==> config.mk <==
export PLATFORM = sky130hd
export DESIGN_NAME = sensor_power_down_control
export DESIGN_NICKNAME = d
export VERILOG_FILES = /design/src/sensor_pd_pkg.sv /design/src/serial_link_if.sv /design/src/serial_shifter.sv /design/src/sensor_power_down_control.sv
export SDC_FILE = /design/constraint.sdc
export NUM_CORES = 1
export LEC_CHECK = 0
export ABC_AREA = 1
export BUFFER_PORTS_ARGS = -buffer_cell sky130_fd_sc_hd__buf_2
export CORE_AREA = 2 2 127 92
export DETAILED_ROUTE_END_ITERATION = 16
export DIE_AREA = 0 0 129 94
export GPL_ROUTABILITY_DRIVEN = 0
export PLACE_DENSITY_LB_ADDON = 0.15
export SYNTH_ARGS = -nofsm -noshare
export SYNTH_HDL_FRONTEND = slang
export SYNTH_SLANG_ARGS = --single-unit
==> constraint.sdc <==
create_clock -name sys_clk -period 1.5 [get_ports sys_clk]
set_clock_uncertainty 0.1 [all_clocks]
set_input_delay 0.15 -clock sys_clk [delete_from_list [all_inputs] [get_ports sys_clk]]
set_output_delay 0.15 -clock sys_clk [all_outputs]
set_load 0.01 [all_outputs]
==> src/sensor_pd_pkg.sv <==
package sensor_pd_pkg;

   // ************************************************************
   // register map
   // ************************************************************
   localparam logic [6:0] CFG_ADDR = 7'h00;       // power configuration register address
   localparam int SLEEP_BIT = 6;                    // sleep control bit position
   localparam logic [7:0] CFG_RESET = 8'h00;      // configuration value after reset

   // ************************************************************
   // serial framing
   // ************************************************************
   localparam logic [4:0] ADDR_LAST = 5'h07;      // bit index of last address bit
   localparam logic [4:0] DATA_FIRST = 5'h08;     // bit index of first data bit
   localparam logic [4:0] DATA_LAST = 5'h0F;      // bit index of last data bit

   // ************************************************************
   // timing
   // ************************************************************
   localparam int CLK_PERIOD_NS = 5;               // system clock period
   localparam int SLEEP_ENTRY_WAIT_CLK = 32;       // host pause after a sleep write
   localparam int STARTUP_US = 610;                // analog startup interval
   localparam int STARTUP_CYC = STARTUP_US * 1000 / CLK_PERIOD_NS;
   localparam int FRAME_RATE_FPS = 1500;           // frame rate
   localparam int FRAME_CYC = 1000000000 / (FRAME_RATE_FPS * CLK_PERIOD_NS);
   localparam int TIMEOUT_MS = 90;                 // serial transaction timer
   localparam int TIMEOUT_CYC = TIMEOUT_MS * 1000000 / CLK_PERIOD_NS;
   localparam logic [6:0] SUPPLY_FRAMES = 7'h32;  // frames to settle after supply up
   localparam logic [6:0] WAKE_FRAMES = 7'h4B;    // frames to settle after wake
   localparam int SETTLE_W = 18;                   // settle counter width
   localparam int TMO_W = 25;                      // timeout counter width

   // ************************************************************
   // power sequencer states
   // ************************************************************
   typedef enum logic [3:0] {
      ST_SUPPLY_SETTLE = 4'h1,
      ST_RUN = 4'h2,
      ST_SLEEP = 4'h4,
      ST_WAKE_SETTLE = 4'h8
   } power_state_t;

endpackage

==> src/serial_link_if.sv <==
interface serial_link_if;
   logic cfg_wr;        // one-cycle pulse: a full write has been received
   logic [6:0] addr;    // register address of the current transaction
   logic [7:0] wdata;   // data byte of a completed write
   logic [7:0] rdata;   // data returned for a read
   logic active;        // a transaction is in progress
   logic drive;         // shifter wants to drive the data line
   logic out_bit;       // bit to drive on the data line
   logic port_reset;    // abort the current transaction
   logic sleep;         // power-down is in force

   modport port (output cfg_wr, addr, wdata, active, drive, out_bit,
                 input rdata, port_reset, sleep);
   modport core (input cfg_wr, addr, wdata, active, drive, out_bit,
                 output rdata, port_reset, sleep);
endinterface

==> src/serial_shifter.sv <==
module serial_shifter (
   // clock and reset
   input wire logic sys_clk,
   input wire logic rstn,
   // serial pins
   input wire logic sck,
   input wire logic sdio_in,
   // toward the power core
   serial_link_if.port link
);

   // ************************************************************
   // state
   // ************************************************************
   typedef struct packed {
      logic sck_meta;      // first synchroniser stage
      logic sck_sync;      // second synchroniser stage
      logic sck_prev;      // delayed copy for edge detect
      logic sdio_meta;     // first synchroniser stage
      logic sdio_sync;     // second synchroniser stage
      logic [4:0] bit_cnt; // bits seen in this transaction
      logic [7:0] rx;      // receive shift register
      logic [7:0] tx;      // transmit shift register
      logic [6:0] addr;    // captured address
      logic is_read;       // transaction direction
      logic drive;         // driving the data line
      logic cfg_wr;        // write complete pulse
   } shifter_t;

   shifter_t s;
   shifter_t next_s;
   logic rise;
   logic fall;

   // ************************************************************
   // next state
   // ************************************************************
   always_comb begin
      logic [7:0] rx_new;
      rx_new = {s.rx[6:0], s.sdio_sync};
      next_s = s;
      next_s.sck_meta = sck;
      next_s.sck_sync = s.sck_meta;
      next_s.sck_prev = s.sck_sync;
      next_s.sdio_meta = sdio_in;
      next_s.sdio_sync = s.sdio_meta;
      next_s.cfg_wr = 1'b0;
      rise = s.sck_sync & ~s.sck_prev;
      fall = ~s.sck_sync & s.sck_prev;
      if (link.port_reset) begin
         // timer expired: start over from the address byte
         next_s.bit_cnt = 5'h00;
         next_s.drive = 1'b0;
      end else if (rise) begin
         // host data sampled on rising edges
         next_s.rx = rx_new;
         if (s.bit_cnt == sensor_pd_pkg::ADDR_LAST) begin
            // address byte done; its top bit gives the direction
            next_s.addr = rx_new[6:0];
            next_s.is_read = ~rx_new[7];
            next_s.bit_cnt = s.bit_cnt + 5'h01;
         end else if (s.bit_cnt == sensor_pd_pkg::DATA_LAST) begin
            // last data bit: a write takes effect only now
            next_s.bit_cnt = 5'h00;
            next_s.cfg_wr = ~s.is_read;
         end else begin
            next_s.bit_cnt = s.bit_cnt + 5'h01;
         end
      end else if (fall) begin
         if (s.is_read && !s.drive && s.bit_cnt == sensor_pd_pkg::DATA_FIRST) begin
            // host has let go: load and start driving read data
            next_s.drive = 1'b1;
            next_s.tx = link.rdata;
         end else if (s.drive && s.bit_cnt > sensor_pd_pkg::DATA_FIRST) begin
            // next data bit
            next_s.tx = {s.tx[6:0], 1'b0};
         end else if (s.drive && s.bit_cnt == 5'h00) begin
            // last bit held until this falling edge
            next_s.drive = 1'b0;
         end
      end
      // power-down releases the data line
      if (link.sleep) begin
         next_s.drive = 1'b0;
      end
   end

   // ************************************************************
   // registers
   // ************************************************************
   always_ff @(posedge sys_clk or negedge rstn) begin
      if (!rstn) begin
         s <= '0;
      end else begin
         s <= next_s;
      end
   end

   assign link.cfg_wr = s.cfg_wr;
   assign link.addr = s.addr;
   assign link.wdata = s.rx;
   assign link.active = (s.bit_cnt != 5'h00);
   assign link.drive = s.drive;
   assign link.out_bit = s.tx[7];

   // ************************************************************
   // checks
   // ************************************************************
   chk_write_full_byte: assert property (@(posedge sys_clk) disable iff (!rstn)
      s.cfg_wr |-> ($past(s.bit_cnt) == sensor_pd_pkg::DATA_LAST) && !$past(s.is_read))
      else $error("write applied before the full data byte");
   chk_release_sleep: assert property (@(posedge sys_clk) disable iff (!rstn)
      link.sleep |=> !s.drive)
      else $error("data line still driven in power-down");

endmodule

==> src/sensor_power_down_control.sv <==
// Contract
// - write bit 6 high enters power-down
// - write bit 6 low leaves power-down
// - transaction timer stops during power-down
// - asleep, writes change only bit 6
// - settings kept through power-down and wake
// - configuration register at address zero
// - shutter and data line tri-stated asleep
// - awake, stuck transaction resets after 90 ms
// - wake: startup plus 75 frames to valid
// - supply up: startup plus 50 frames
// - sleep cuts analog power, keeps registers
// - address byte MSB high means write
module sensor_power_down_control #(
   parameter int STARTUP_CYC = sensor_pd_pkg::STARTUP_CYC,
   parameter int FRAME_CYC = sensor_pd_pkg::FRAME_CYC,
   parameter int TIMEOUT_CYC = sensor_pd_pkg::TIMEOUT_CYC
) (
   // clock and reset
   input wire logic sys_clk,
   input wire logic rstn,
   // serial port pins
   input wire logic sck,
   input wire logic sdio_in,
   output logic sdio_out,
   output logic sdio_oe,
   // illumination shutter pin
   output logic illuminator_shutter_out,
   output logic illuminator_shutter_oe,
   // status toward the analog and motion blocks
   output logic analog_power_en,
   output logic motion_valid,
   output logic sleep_mode
);

   // ************************************************************
   // state
   // ************************************************************
   typedef struct packed {
      sensor_pd_pkg::power_state_t state;           // sequencer state
      logic [7:0] power_config;                     // configuration register
      logic [sensor_pd_pkg::SETTLE_W-1:0] settle_cnt; // cycles in current interval
      logic [6:0] frame_cnt;                        // frames counted so far
      logic [6:0] frame_goal;                       // frames needed to settle
      logic startup_done;                           // startup interval finished
      logic [sensor_pd_pkg::TMO_W-1:0] tmo_cnt;     // transaction timer
      logic port_reset;                             // timer expiry pulse
      logic sdio_out;                               // data line value
      logic sdio_oe;                                // data line enable
      logic shutter_out;                            // shutter value
      logic shutter_oe;                             // shutter enable
      logic analog_en;                              // analog supply enable
      logic motion_valid;                           // motion reports accurate
   } core_t;

   localparam core_t CORE_RESET = '{
      state: sensor_pd_pkg::ST_SUPPLY_SETTLE,
      power_config: sensor_pd_pkg::CFG_RESET,
      frame_goal: sensor_pd_pkg::SUPPLY_FRAMES,
      default: '0
   };

   core_t s;
   core_t next_s;
   logic sleep_req;
   serial_link_if link ();

   // ************************************************************
   // serial shifter
   // ************************************************************
   serial_shifter u_shifter (
      .sys_clk (sys_clk),
      .rstn (rstn),
      .sck (sck),
      .sdio_in (sdio_in),
      .link (link)
   );

   // read data: configuration at its address, zero elsewhere
   assign link.rdata = (link.addr == sensor_pd_pkg::CFG_ADDR) ? s.power_config : 8'h00;
   assign link.port_reset = s.port_reset;
   assign link.sleep = s.power_config[sensor_pd_pkg::SLEEP_BIT];

   // ************************************************************
   // next state
   // ************************************************************
   always_comb begin
      next_s = s;
      next_s.port_reset = 1'b0;
      // configuration write; other addresses ignored
      if (link.cfg_wr && link.addr == sensor_pd_pkg::CFG_ADDR) begin
         if (s.power_config[sensor_pd_pkg::SLEEP_BIT]) begin
            // asleep: only the sleep bit is writable
            next_s.power_config[sensor_pd_pkg::SLEEP_BIT] = link.wdata[sensor_pd_pkg::SLEEP_BIT];
         end else begin
            // awake: whole register, sleep bit included
            next_s.power_config = link.wdata;
         end
      end
      sleep_req = next_s.power_config[sensor_pd_pkg::SLEEP_BIT];

      // transaction timer
      if (s.power_config[sensor_pd_pkg::SLEEP_BIT]) begin
         // frozen in power-down; a partial command hangs the port
         next_s.tmo_cnt = s.tmo_cnt;
      end else if (!link.active) begin
         next_s.tmo_cnt = '0;
      end else if (s.tmo_cnt == sensor_pd_pkg::TMO_W'(TIMEOUT_CYC - 1)) begin
         // expired: abort the transaction
         next_s.tmo_cnt = '0;
         next_s.port_reset = 1'b1;
      end else begin
         next_s.tmo_cnt = s.tmo_cnt + sensor_pd_pkg::TMO_W'(1);
      end

      // power sequencer
      case (s.state)
         sensor_pd_pkg::ST_SUPPLY_SETTLE, sensor_pd_pkg::ST_WAKE_SETTLE: begin
            if (sleep_req) begin
               next_s.state = sensor_pd_pkg::ST_SLEEP;
            end else if (!s.startup_done) begin
               // analog startup interval
               if (s.settle_cnt == sensor_pd_pkg::SETTLE_W'(STARTUP_CYC - 1)) begin
                  next_s.settle_cnt = '0;
                  next_s.startup_done = 1'b1;
               end else begin
                  next_s.settle_cnt = s.settle_cnt + sensor_pd_pkg::SETTLE_W'(1);
               end
            end else if (s.settle_cnt == sensor_pd_pkg::SETTLE_W'(FRAME_CYC - 1)) begin
               // one frame elapsed
               next_s.settle_cnt = '0;
               if (s.frame_cnt == s.frame_goal - 7'h01) begin
                  // settle count complete: reports now accurate
                  next_s.state = sensor_pd_pkg::ST_RUN;
                  next_s.motion_valid = 1'b1;
               end else begin
                  next_s.frame_cnt = s.frame_cnt + 7'h01;
               end
            end else begin
               next_s.settle_cnt = s.settle_cnt + sensor_pd_pkg::SETTLE_W'(1);
            end
         end
         sensor_pd_pkg::ST_RUN: begin
            // normal operation
            if (sleep_req) begin
               next_s.state = sensor_pd_pkg::ST_SLEEP;
            end
         end
         sensor_pd_pkg::ST_SLEEP: begin
            // wake: restart settling with the longer frame count
            if (!sleep_req) begin
               next_s.state = sensor_pd_pkg::ST_WAKE_SETTLE;
               next_s.frame_goal = sensor_pd_pkg::WAKE_FRAMES;
               next_s.settle_cnt = '0;
               next_s.frame_cnt = 7'h00;
               next_s.startup_done = 1'b0;
            end
         end
         default: begin
            // illegal code: restart as from supply up
            next_s.state = sensor_pd_pkg::ST_SUPPLY_SETTLE;
            next_s.frame_goal = sensor_pd_pkg::SUPPLY_FRAMES;
            next_s.settle_cnt = '0;
            next_s.frame_cnt = 7'h00;
            next_s.startup_done = 1'b0;
         end
      endcase

      // entering sleep drops reports and counters, not settings
      if (next_s.state == sensor_pd_pkg::ST_SLEEP) begin
         next_s.motion_valid = 1'b0;
         next_s.settle_cnt = '0;
         next_s.frame_cnt = 7'h00;
      end

      // pin and analog controls
      next_s.analog_en = ~sleep_req;
      next_s.shutter_out = ~sleep_req;
      next_s.shutter_oe = ~sleep_req;
      next_s.sdio_out = link.out_bit;
      next_s.sdio_oe = link.drive & ~sleep_req;
   end

   // ************************************************************
   // registers
   // ************************************************************
   always_ff @(posedge sys_clk or negedge rstn) begin
      if (!rstn) begin
         s <= CORE_RESET;
      end else begin
         s <= next_s;
      end
   end

   assign sdio_out = s.sdio_out;
   assign sdio_oe = s.sdio_oe;
   assign illuminator_shutter_out = s.shutter_out;
   assign illuminator_shutter_oe = s.shutter_oe;
   assign analog_power_en = s.analog_en;
   assign motion_valid = s.motion_valid;
   assign sleep_mode = s.power_config[sensor_pd_pkg::SLEEP_BIT];

   // ************************************************************
   // checks
   // ************************************************************
   // a sleep write powers the analog side down at once
   chk_sleep_enter: assert property (@(posedge sys_clk) disable iff (!rstn)
      link.cfg_wr && link.addr == sensor_pd_pkg::CFG_ADDR && link.wdata[sensor_pd_pkg::SLEEP_BIT]
      |=> sleep_mode && !s.analog_en && s.state == sensor_pd_pkg::ST_SLEEP)
      else $error("sleep write did not enter power-down");

   // clearing the sleep bit leaves power-down
   chk_sleep_exit: assert property (@(posedge sys_clk) disable iff (!rstn)
      link.cfg_wr && link.addr == 7'h00 && !link.wdata[6] |=> !sleep_mode
      ##1 s.state == sensor_pd_pkg::ST_WAKE_SETTLE || s.state == sensor_pd_pkg::ST_RUN
      || s.state == sensor_pd_pkg::ST_SUPPLY_SETTLE)
      else $error("clearing the sleep bit did not leave power-down");

   // asleep, every bit but the sleep bit holds
   chk_sleep_mask: assert property (@(posedge sys_clk) disable iff (!rstn)
      sleep_mode && link.cfg_wr |=> s.power_config[7] == $past(s.power_config[7])
      && s.power_config[5:0] == $past(s.power_config[5:0]))
      else $error("asleep write changed a bit other than the sleep bit");

   // settings stand still through power-down
   chk_retain_config: assert property (@(posedge sys_clk) disable iff (!rstn)
      s.state == sensor_pd_pkg::ST_SLEEP && !link.cfg_wr |=> $stable(s.power_config))
      else $error("configuration lost during power-down");

   // writes elsewhere never touch the configuration
   chk_other_addr: assert property (@(posedge sys_clk) disable iff (!rstn)
      link.cfg_wr && link.addr != 7'h00 |=> $stable(s.power_config))
      else $error("write to another address changed the configuration");

   // the transaction timer holds while asleep
   chk_timer_frozen: assert property (@(posedge sys_clk) disable iff (!rstn)
      $past(sleep_mode) && sleep_mode |-> !s.port_reset && $stable(s.tmo_cnt))
      else $error("transaction timer ran in power-down");

   // expiry clears the shifter on the next cycle
   chk_timeout_abort: assert property (@(posedge sys_clk) disable iff (!rstn)
      s.port_reset |-> $past(s.tmo_cnt) == sensor_pd_pkg::TMO_W'(TIMEOUT_CYC - 1) ##1 !link.active)
      else $error("transaction timer expiry did not reset the port");

   // asleep, both pins float and the analog side is off
   chk_pins_tristate: assert property (@(posedge sys_clk) disable iff (!rstn)
      s.state == sensor_pd_pkg::ST_SLEEP |-> !sdio_oe && !illuminator_shutter_oe && !analog_power_en)
      else $error("pin driven or analog powered during power-down");

   // valid rises only at the end of the last frame
   chk_valid_frames: assert property (@(posedge sys_clk) disable iff (!rstn)
      $rose(s.motion_valid) |-> $past(s.frame_cnt) == $past(s.frame_goal) - 7'h01
      && $past(s.startup_done) && s.state == sensor_pd_pkg::ST_RUN)
      else $error("motion valid before the settle count completed");

   // wake settling uses the longer frame count
   chk_wake_goal: assert property (@(posedge sys_clk) disable iff (!rstn)
      $rose(s.state == sensor_pd_pkg::ST_WAKE_SETTLE) |-> s.frame_goal == 7'h4B && !s.motion_valid)
      else $error("wake settling not set for 75 frames");

   // supply settling uses the shorter frame count
   chk_supply_goal: assert property (@(posedge sys_clk) disable iff (!rstn)
      s.state == sensor_pd_pkg::ST_SUPPLY_SETTLE |-> s.frame_goal == 7'h32 && !s.motion_valid)
      else $error("supply settling not set for 50 frames");

   // the sleep bit only rises on a configuration write
   chk_sleep_cause: assert property (@(posedge sys_clk) disable iff (!rstn)
      $rose(sleep_mode) |-> $past(link.cfg_wr) && $past(link.addr) == sensor_pd_pkg::CFG_ADDR)
      else $error("sleep bit set without a configuration write");

   // the sleep bit only falls on a write of zero
   chk_wake_cause: assert property (@(posedge sys_clk) disable iff (!rstn)
      $fell(sleep_mode) |-> $past(link.cfg_wr) && !$past(link.wdata[sensor_pd_pkg::SLEEP_BIT]))
      else $error("sleep bit cleared without a configuration write");

   // awake, the shutter pin is driven and the analog side powered
   chk_awake_drive: assert property (@(posedge sys_clk) disable iff (!rstn)
      $past(rstn) && !sleep_mode |-> illuminator_shutter_oe && illuminator_shutter_out && analog_power_en)
      else $error("shutter or analog side off while awake");

   // the data line is released whenever the shifter lets go
   chk_oe_follows: assert property (@(posedge sys_clk) disable iff (!rstn)
      !link.drive |=> !sdio_oe)
      else $error("data line driven without a read in progress");

   // awake and idle, the transaction timer stands at zero
   chk_timer_idle: assert property (@(posedge sys_clk) disable iff (!rstn)
      !sleep_mode && !link.active |=> s.tmo_cnt == '0)
      else $error("transaction timer ran with no transaction");

   // startup ends only when its full interval is counted
   chk_startup_count: assert property (@(posedge sys_clk) disable iff (!rstn)
      $rose(s.startup_done) |-> $past(s.settle_cnt) == sensor_pd_pkg::SETTLE_W'(STARTUP_CYC - 1))
      else $error("startup interval ended early");

   // reports are only marked valid in normal operation
   chk_valid_run: assert property (@(posedge sys_clk) disable iff (!rstn)
      s.motion_valid |-> s.state == sensor_pd_pkg::ST_RUN)
      else $error("motion valid outside normal operation");

   // waking restarts every settle counter from zero
   chk_wake_restart: assert property (@(posedge sys_clk) disable iff (!rstn)
      $past(s.state) == sensor_pd_pkg::ST_SLEEP && s.state == sensor_pd_pkg::ST_WAKE_SETTLE
      |-> s.settle_cnt == '0 && s.frame_cnt == 7'h00 && !s.startup_done)
      else $error("wake did not restart settling");

endmodule

==> results of run 1 <==
flip-flops by register name (all words and copies together) (netlist names), 3 cells and up:
register and count:
s 64, u_shifter.link.addr 7, u_shifter.link.wdata 8, u_shifter.next_s 3, u_shifter.s 15
power by group:
part	internal, mW	switching (mW)	total, mW
Combinational	1.83	2.41	4.25
Sequential	3.26	0.400	3.66
Clock	1.14	1.15	2.30
Yosys cell counts (all sizes together), types with 5 or more instances:
library cell / number / share of area (%)
nand2: 259 / 16
inv: 113 / 7.0
nor2: 105 / 7.2
dfrtp: 104 / 43
nand3: 63 / 5.9
o21ai: 50 / 4.1
nand4: 48 / 5.2
buf: 19 / 2.0
xor2: 17 / 2.5
nor3: 15 / 1.4
a21oi: 7 / 0.58
ha: 6 / 1.2
o22ai: 5 / 0.52
cell type report:
type                       instances  area [um2]  area share, %
timing repair buffer             167        1460           16.4
sequential                       106        2660           29.9
inverter                         113         475           5.35
clock inverter                     6        52.6          0.591
tap                              153         191           2.15
clock buffer                       9         225           2.53
multi-input combinational        593        3830           43.1
repair_timing:
action                                  4_1_cts  5_1_grt
endpoints found under the setup margin       85       89
hold buffers                                  3        0
gates cloned                                  1        3
endpoints found under the hold margin       106        0
pin swaps                                    37       80
gates resized for setup                     126      179
setup buffers                                16       20
cells by family after synthesis:
kind of cell	synth area share, %
XOR/XNOR	2.89
adder cells (fa/ha/maj)	1.24
buffers and inverters	9.16
flip-flops	43.8
AND/OR/NAND/NOR	36.8
AO/OA/AOI/OAI	5.94
multiplexers	0.165
cells in the final DEF (no fill, tap or decap), types with 3 or more instances in the layout:
master,netlist,final
nand2_1,252,187
buf_4,8,119
dfrtp_1,104,101
inv_1,105,88
nor2_1,92,54
nand2_2,5,49
nand4_1,46,46
nor2_4,2,30
nand3_1,55,28
o21ai_0,45,26
buf_6,1,26
nand3_2,8,24
nand2_4,2,22
nor2_2,11,21
o21ai_1,5,17
inv_2,8,16
xor2_1,17,15
nand3_4,0,13
clkbuf_16,0,10
buf_2,9,9
o21ai_2,0,7
a21oi_1,7,7
buf_12,0,7
nor3_4,0,6
nor3_1,13,6
o22ai_1,5,4
inv_4,0,4
ha_4,0,4
xnor2_1,3,3
nor3_2,2,3
nand4_4,0,3
inv_8,0,3
dlygate4sd3_1,0,3
dfrtp_2,0,3
worst reg2reg max path: cells and delay by family (launching register included):
kind | cells | cell delay, ps
buf+inv | 2 | 250
simple gates | 7 | 710
fa+ha+maj | 1 | 150
flops | 1 | 430
worst paths after layout:
path,startpoint,endpoint,slack [ps],cells after the start
max,s[48],s[54],-250,10
min,rstn,s[15],110,2
max reg2reg,s[48],s[54],-250,10
min reg2reg,u_shifter.next_s[31],u_shifter.s[31],260,0
max in group asynchronous,rstn,s[73],650,3
min in group sys_clk,u_shifter.next_s[31],u_shifter.s[31],260,0
layer usage:
layer	wire length, um	vias to the layer above	share of wire [%]	global-route usage, %
li1	-	2988	-	-
met4	491	0	2.5	8.79
met3	1410	70	7.3	6.89
met1	8300	3172	43	42.0
met5	0	-	0	0
met2	9180	318	47	46.6
==> flow_metrics.env, run 1 <==
export IMPL_status="finished with violations"
export IMPL_violations="setup timing"
export IMPL_maxSlewHeadroom_pct=66.7
export IMPL_synthArstFlopShare_pct=100
export IMPL_clock_sinks=106
export IMPL_fin_cells=1147
export IMPL_hpwlAfterDp_um=11700
export IMPL_core_area_um2=10900
export IMPL_slowest_stage="dfrtp_1"
export IMPL_die_w_um=129
export IMPL_ys_seq_elements=106
export IMPL_clockBufferDepth=2
export IMPL_crit_type="flop to flop"
export IMPL_crit_path_start_kind="flop"
export IMPL_path_clk_slew_ps=70
export IMPL_cpMostUsedCell="nand3_2"
export IMPL_place_area_um2=7210
export IMPL_fmax_mhz=572
export IMPL_via_count=6548
export IMPL_hold_violations=0
export IMPL_fillerInstances=625
export IMPL_ys_types=38
export IMPL_synth_ff_type="dfrtp_1"
export IMPL_firstDrtPassIters=6
export IMPL_fin_crit_sh_pct=116
export IMPL_htreeDepth=3
export IMPL_setup_slack_ps=-247
export IMPL_areaGrowthSynthToFinish_pct=46.7
export IMPL_powerDensity_nw_per_um2=1150
export IMPL_crit_family="simple AND/OR/NAND/NOR gates"
export IMPL_antenna_found_initial=0
export IMPL_min_period_ps=1750
export IMPL_dp_cells=1097
export IMPL_start_util_pct=55.9
export IMPL_yosysWarnings=0
export IMPL_drc=0
export IMPL_port_buffers=10
export IMPL_drt_iter0_drc=799
export IMPL_critPathArrivalTime_ps=1900
export IMPL_synthesis_nets=841
export IMPL_num_io_pins=11
export IMPL_viasPerCell=5.71
export IMPL_critPathBufInv=2
export IMPL_layout_drive_gt1_share_pct=40.2
export IMPL_total_power_mw=10.2
export IMPL_finalMaxSlewViolations=0
export IMPL_crit_path_max_incr_delay_ps=430
export IMPL_dp_worst_setup_slack_ps=-240
export IMPL_antennaDiodeCount=0
export IMPL_worstMarginPinSlew_ps=494
export IMPL_grt_pass1_vias=5902
export IMPL_whs_ps=113
export IMPL_synth_edff_count=0
export IMPL_synthCells=831
export IMPL_finalNetCount=1000
export IMPL_cts_tree="done"
export IMPL_grt_pass1_wl_um=28400
export IMPL_worst_hold_path_type="input port to async pin"
export IMPL_finish_utilization_pct=82.0
export IMPL_setup_viol=63
export IMPL_wire_per_inst_um=16.9
export IMPL_die_height_um=94
export IMPL_synth_cell_area_um2=6060
export IMPL_synth_avg_cell_area_um2=7.29
export IMPL_routed_wl_um=19400
export IMPL_crit_chain="inv_2 > ha_4 > nand4_1 > nor2_1 > nand3_2 > nand2_2 > nor2b_4 > clkbuf_16 > nand3_2 > nand2_1"
export IMPL_fin_setup_tns_ps=-9220
export IMPL_rsz0062_at_grt="true"
export IMPL_cellLeakagePower_nw=4.42
export IMPL_root_buffer="clkbuf_16"
export IMPL_ant_nets=0
export IMPL_grt_max_degree=44
export IMPL_rows=32
export IMPL_seq_area_frac_synth_pct=43.8
export IMPL_endpoint_kind="flop"
export IMPL_die_area_um2=12100
export IMPL_final_area_um2=8890
export IMPL_worst_path_max_fanout=5
export IMPL_grt_usage_pct=29.9
export IMPL_worst_ep_required_time_ps=1650
export IMPL_cts_buffers=9
export IMPL_vdd_drop_max_mv=0.922
export IMPL_overflow=0
export IMPL_clk_latency_ps=370
export IMPL_drv_cap=0
No activity file was read; power rests on OpenSTA's default activity.
==> run 2, diff against run 1 <==
RECOVER_POWER = 100   (was not set)
==> flow_metrics.env, run 2 (synthesized netlist as in run 1, its figures left out) <==
export IMPL_largest_register="s"
export IMPL_core_area_um2=10900
export IMPL_violations="setup timing"
export IMPL_viasPerCell=5.74
export IMPL_clock_sinks=106
export IMPL_finalNetCount=1000
export IMPL_worst_hold_path_type="input port to async pin"
export IMPL_grt_usage_pct=29.9
export IMPL_cts_buffers=9
export IMPL_vdd_drop_max_mv=0.916
export IMPL_routed_wl_um=19400
export IMPL_grt_max_degree=44
export IMPL_overflow=0
export IMPL_worstMarginPinSlew_ps=541
export IMPL_via_count=6581
export IMPL_clockBufferDepth=2
export IMPL_rows=32
export IMPL_grt_pass1_vias=5902
export IMPL_final_area_um2=8840
export IMPL_drv_cap=0
export IMPL_hold_violations=0
export IMPL_rsz0062_at_grt="true"
export IMPL_cts_tree="done"
export IMPL_fmax_mhz=575
export IMPL_finalMaxSlewViolations=0
export IMPL_areaGrowthSynthToFinish_pct=45.8
export IMPL_port_buffers=10
export IMPL_critPathArrivalTime_ps=1900
export IMPL_antenna_found_initial=0
export IMPL_drt_iter0_drc=708
export IMPL_setup_slack_ps=-239
export IMPL_final_cell_mix="nand2_1 (188), buf_4 (117), dfrtp_1 (101)"
export IMPL_fin_crit_sh_pct=116
export IMPL_hpwlAfterDp_um=11700
export IMPL_largest_reg_flops=64
export IMPL_place_area_um2=7210
export IMPL_die_height_um=94
export IMPL_ant_nets=0
export IMPL_die_area_um2=12100
export IMPL_maxSlewHeadroom_pct=63.9
export IMPL_layout_drive_gt1_share_pct=39.3
export IMPL_htreeDepth=3
export IMPL_crit_path_max_incr_delay_ps=430
export IMPL_num_io_pins=11
export IMPL_cellLeakagePower_nw=4.38
export IMPL_worst_ep_required_time_ps=1660
export IMPL_min_period_ps=1740
export IMPL_crit_chain="inv_2 > ha_4 > nand4_1 > nor2_1 > nand3_2 > nand2_2 > nor2b_4 > clkbuf_16 > nand3_2 > nand2_1"
export IMPL_dp_cells=1097
export IMPL_antennaDiodeCount=0
export IMPL_status="finished with violations"
export IMPL_worst_path_max_fanout=5
export IMPL_root_buffer="clkbuf_16"
export IMPL_powerDensity_nw_per_um2=1150
export IMPL_setup_viol=67
export IMPL_crit_type="flop to flop"
export IMPL_path_clk_slew_ps=80
export IMPL_layout_commonest_cell="nand2_1"
export IMPL_fin_cells=1147
export IMPL_start_util_pct=55.9
export IMPL_die_w_um=129
export IMPL_wire_per_inst_um=16.9
export IMPL_cpMostUsedCell="nand3_2"
export IMPL_slowest_stage="dfrtp_1"
export IMPL_firstDrtPassIters=6
export IMPL_grt_pass1_wl_um=28400
export IMPL_drc=0
export IMPL_endpoint_kind="flop"
export IMPL_crit_path_start_kind="flop"
export IMPL_clk_latency_ps=370
## run 2: cell count changes in the layout (fill, tap and decap cells not counted), moves of 2 or more
cell      before  now
buf_12         7    5
buf_2          9    2
buf_4        119  117
clkbuf_1       0    6
clkbuf_2       0    4
clkbuf_4       0    2
## run 2: report_power, final
group / internal (mW) / switching, mW / leakage [nW] / total [mW]
sequential: 3.25 / 0.393 / 1.42 / 3.64
clock: 1.14 / 1.16 / 0.135 / 2.31
combinational: 1.79 / 2.40 / 2.83 / 4.19
## run 2: path summary, 6_finish.rpt
| path | start | to | slack [ps] | cells after the start |
|---|---|---|---|---|
| setup / recovery | s[48] | s[54] | -240 | 10 |
| hold / removal | rstn | s[15] | 180 | 2 |
| setup reg to reg | s[48] | s[54] | -240 | 10 |
| hold reg to reg | u_shifter.next_s[31] | u_shifter.s[31] | 260 | 0 |
| max in group asynchronous | rstn | s[38] | 190 | 3 |
| min in group sys_clk | u_shifter.next_s[31] | u_shifter.s[31] | 260 | 0 |
## run 2: cell type report
class | count | area [um2]
multi-input combinational | 593 | 3820
sequential | 106 | 2660
fill | 637 | 2010
timing repair buffer | 167 | 1410
inverter | 113 | 475
clock buffer | 9 | 225
tap | 153 | 191
clock inverter | 6 | 52.6
## run 2: layer usage
layer	wire [um]	up-vias	track usage [%]
met5	0	-	0
met4	620	0	8.79
met3	1460	83	6.89
met2	9050	334	46.6
met1	8230	3174	42.0
li1	-	2990	-
## run 2: critical path, delay by kind of cell (launching register included)
family                     cells  cell delay (ps)
buffers and inverters          2              250
adders and majority gates      1              150
and+or+nand+nor                7              700
DFF                            1              430
## run 2: per-stage QoR
step	power [mW]	setup TNS (ps)	hold WS, ps	setup WS (ps)	util, %
2_1_floorplan	5.23	-1790	-246	-90.5	-
3_3_place_gp	6.28	-4400	-49.1	-159	66.4
3_5_place_dp	6.40	-8140	-47.7	-240	66.4
4_1_cts	9.33	-4760	118	-155	74.5
5_1_grt	10.6	-15060	227	-299	81.4
6_report	10.1	-9110	184	-239	81.4
## run 2: repair_timing
item	4_1_cts	5_1_grt
pin swaps	37	80
resized for setup	126	179
hold endpoints to repair	106	0
buffers inserted	16	20
hold buffers	3	0
endpoints found under the setup margin	85	89
gates cloned	1	3
==> run 3, diff against run 2 <==
PLACE_DENSITY = 0.8   (was not set)
PLACE_DENSITY_LB_ADDON = not set   (was 0.15)
==> flow_metrics.env, run 3 (synthesized netlist as in run 1, its figures left out) <==
export IMPL_largest_reg_flops=64
export IMPL_port_buffers=10
export IMPL_vdd_drop_max_mv=1.20
export IMPL_grt_pass1_wl_um=28700
export IMPL_total_power_mw=10.5
export IMPL_netSwitchingFraction_pct=38.3
export IMPL_dp_worst_setup_slack_ps=-166
export IMPL_cellLeakagePower_nw=4.26
export IMPL_layout_drive_gt1_share_pct=38.2
export IMPL_viasPerCell=5.82
export IMPL_core_area_um2=10900
export IMPL_comb_power_share_pct=41.2
export IMPL_ff2ff_setup_slack_ps=-390
export IMPL_drv_cap=0
export IMPL_setup_slack_ps=-389
export IMPL_clock_sinks=106
export IMPL_ant_nets=0
export IMPL_crit_type="flop to flop"
export IMPL_die_area_um2=12100
export IMPL_drt_iter0_drc=853
export IMPL_cts_buffers=9
export IMPL_endpoint_kind="flop"
export IMPL_drc=0
export IMPL_rows=32
export IMPL_layout_commonest_cell="nand2_1"
export IMPL_htreeDepth=3
export IMPL_fmax_mhz=529
export IMPL_routed_wl_um=21100
export IMPL_die_height_um=94
export IMPL_firstDrtPassIters=6
export IMPL_place_area_um2=7250
export IMPL_largest_register="s"
export IMPL_grt_max_degree=49
export IMPL_grt_usage_pct=30.0
export IMPL_dp_cells=1103
export IMPL_power_switching_mw=4.03
export IMPL_worst_path_max_fanout=4
export IMPL_critPathArrivalTime_ps=2030
export IMPL_pwr_share_seq_pct=34.5
export IMPL_violations="setup timing"
export IMPL_hpwlAfterDp_um=11500
export IMPL_powerDensity_nw_per_um2=1210
export IMPL_overflow=0
export IMPL_final_area_um2=8670
export IMPL_finalNetCount=1013
export IMPL_num_io_pins=11
export IMPL_grt_pass1_vias=5961
export IMPL_min_period_ps=1890
export IMPL_root_buffer="clkbuf_16"
export IMPL_worst_hold_path_type="input port to async pin"
export IMPL_antenna_found_initial=0
export IMPL_hold_violations=0
export IMPL_antennaDiodeCount=0
export IMPL_areaGrowthSynthToFinish_pct=43.0
export IMPL_cts_tree="done"
export IMPL_clockBufferDepth=2
export IMPL_setup_viol=82
export IMPL_final_cell_mix="nand2_1 (199), buf_4 (134), dfrtp_1 (98)"
export IMPL_whs_ps=209
export IMPL_status="finished with violations"
export IMPL_finalMaxSlewViolations=0
export IMPL_fin_setup_tns_ps=-12060
export IMPL_worst_ep_required_time_ps=1640
export IMPL_p_int_mw=6.49
export IMPL_crit_path_start_kind="flop"
export IMPL_via_count=6755
export IMPL_wire_per_inst_um=18.2
export IMPL_rsz0062_at_grt="true"
export IMPL_finish_utilization_pct=79.9
export IMPL_fin_cells=1161
export IMPL_clk_latency_ps=360
export IMPL_die_w_um=129
export IMPL_start_util_pct=55.9
export IMPL_fin_crit_sh_pct=126
export IMPL_pwr_share_clk_pct=24.2
export IMPL_path_clk_slew_ps=80
export IMPL_maxSlewHeadroom_pct=59.0
export IMPL_worstMarginPinSlew_ps=608
==> run 3: power by group through the flow <==
stage,clock network [mW],logic [mW],registers [mW]
global placement,0,2.66,3.59
CTS,2.56,3.19,3.56
global route,2.69,4.62,3.67
floorplan,0,1.67,3.56
finish,2.55,4.34,3.63
detailed placement,0,2.76,3.60
==> run 3: area by class of cell <==
| cell class | count | area [um2] |
|---|---|---|
| multi-input cells | 594 | 3610 |
| fillers | 603 | 2180 |
| flip-flops and latches | 106 | 2660 |
| repair buffers | 179 | 1430 |
| clock inverters | 7 | 93.8 |
| well taps | 153 | 191 |
| inverters | 113 | 460 |
| clock buffers | 9 | 225 |
==> run 3: final timing paths <==
check,start,to,depth (start not counted)
setup / recovery,s[47],s[59],11
hold / removal,rstn,s[16],2
setup reg to reg,s[47],s[59],11
hold reg to reg,u_shifter.next_s[34],u_shifter.next_s[33],0
max in group asynchronous,rstn,s[73],3
min in group sys_clk,u_shifter.next_s[34],u_shifter.next_s[33],0
==> run 3: critical path: stages, from the launching register on <==
cell and delay, ps:
dfrtp_1 430, ha_2 240, nand2_2 80, nor2_4 160, buf_6 140, inv_2 40
nor2_2 90, nand2_1 70, nor2_2 170, a21oi_1 100, nand3_1 90, nand2_1 70
==> run 3: repair_timing <==
action	4_1_cts	5_1_grt
hold endpoints to repair	106	0
gates cloned	2	4
endpoints found under the setup margin	81	89
hold buffers	3	0
resized for setup	84	176
pin swaps	26	71
setup buffers	10	27
==> run 3: per-layer routing <==
metal / global-route usage (%) / wire length, um
met2: 47.7 / 9810
met5: 0 / 0
met1: 42.3 / 8250
met3: 6.09 / 1900
met4: 7.61 / 1130
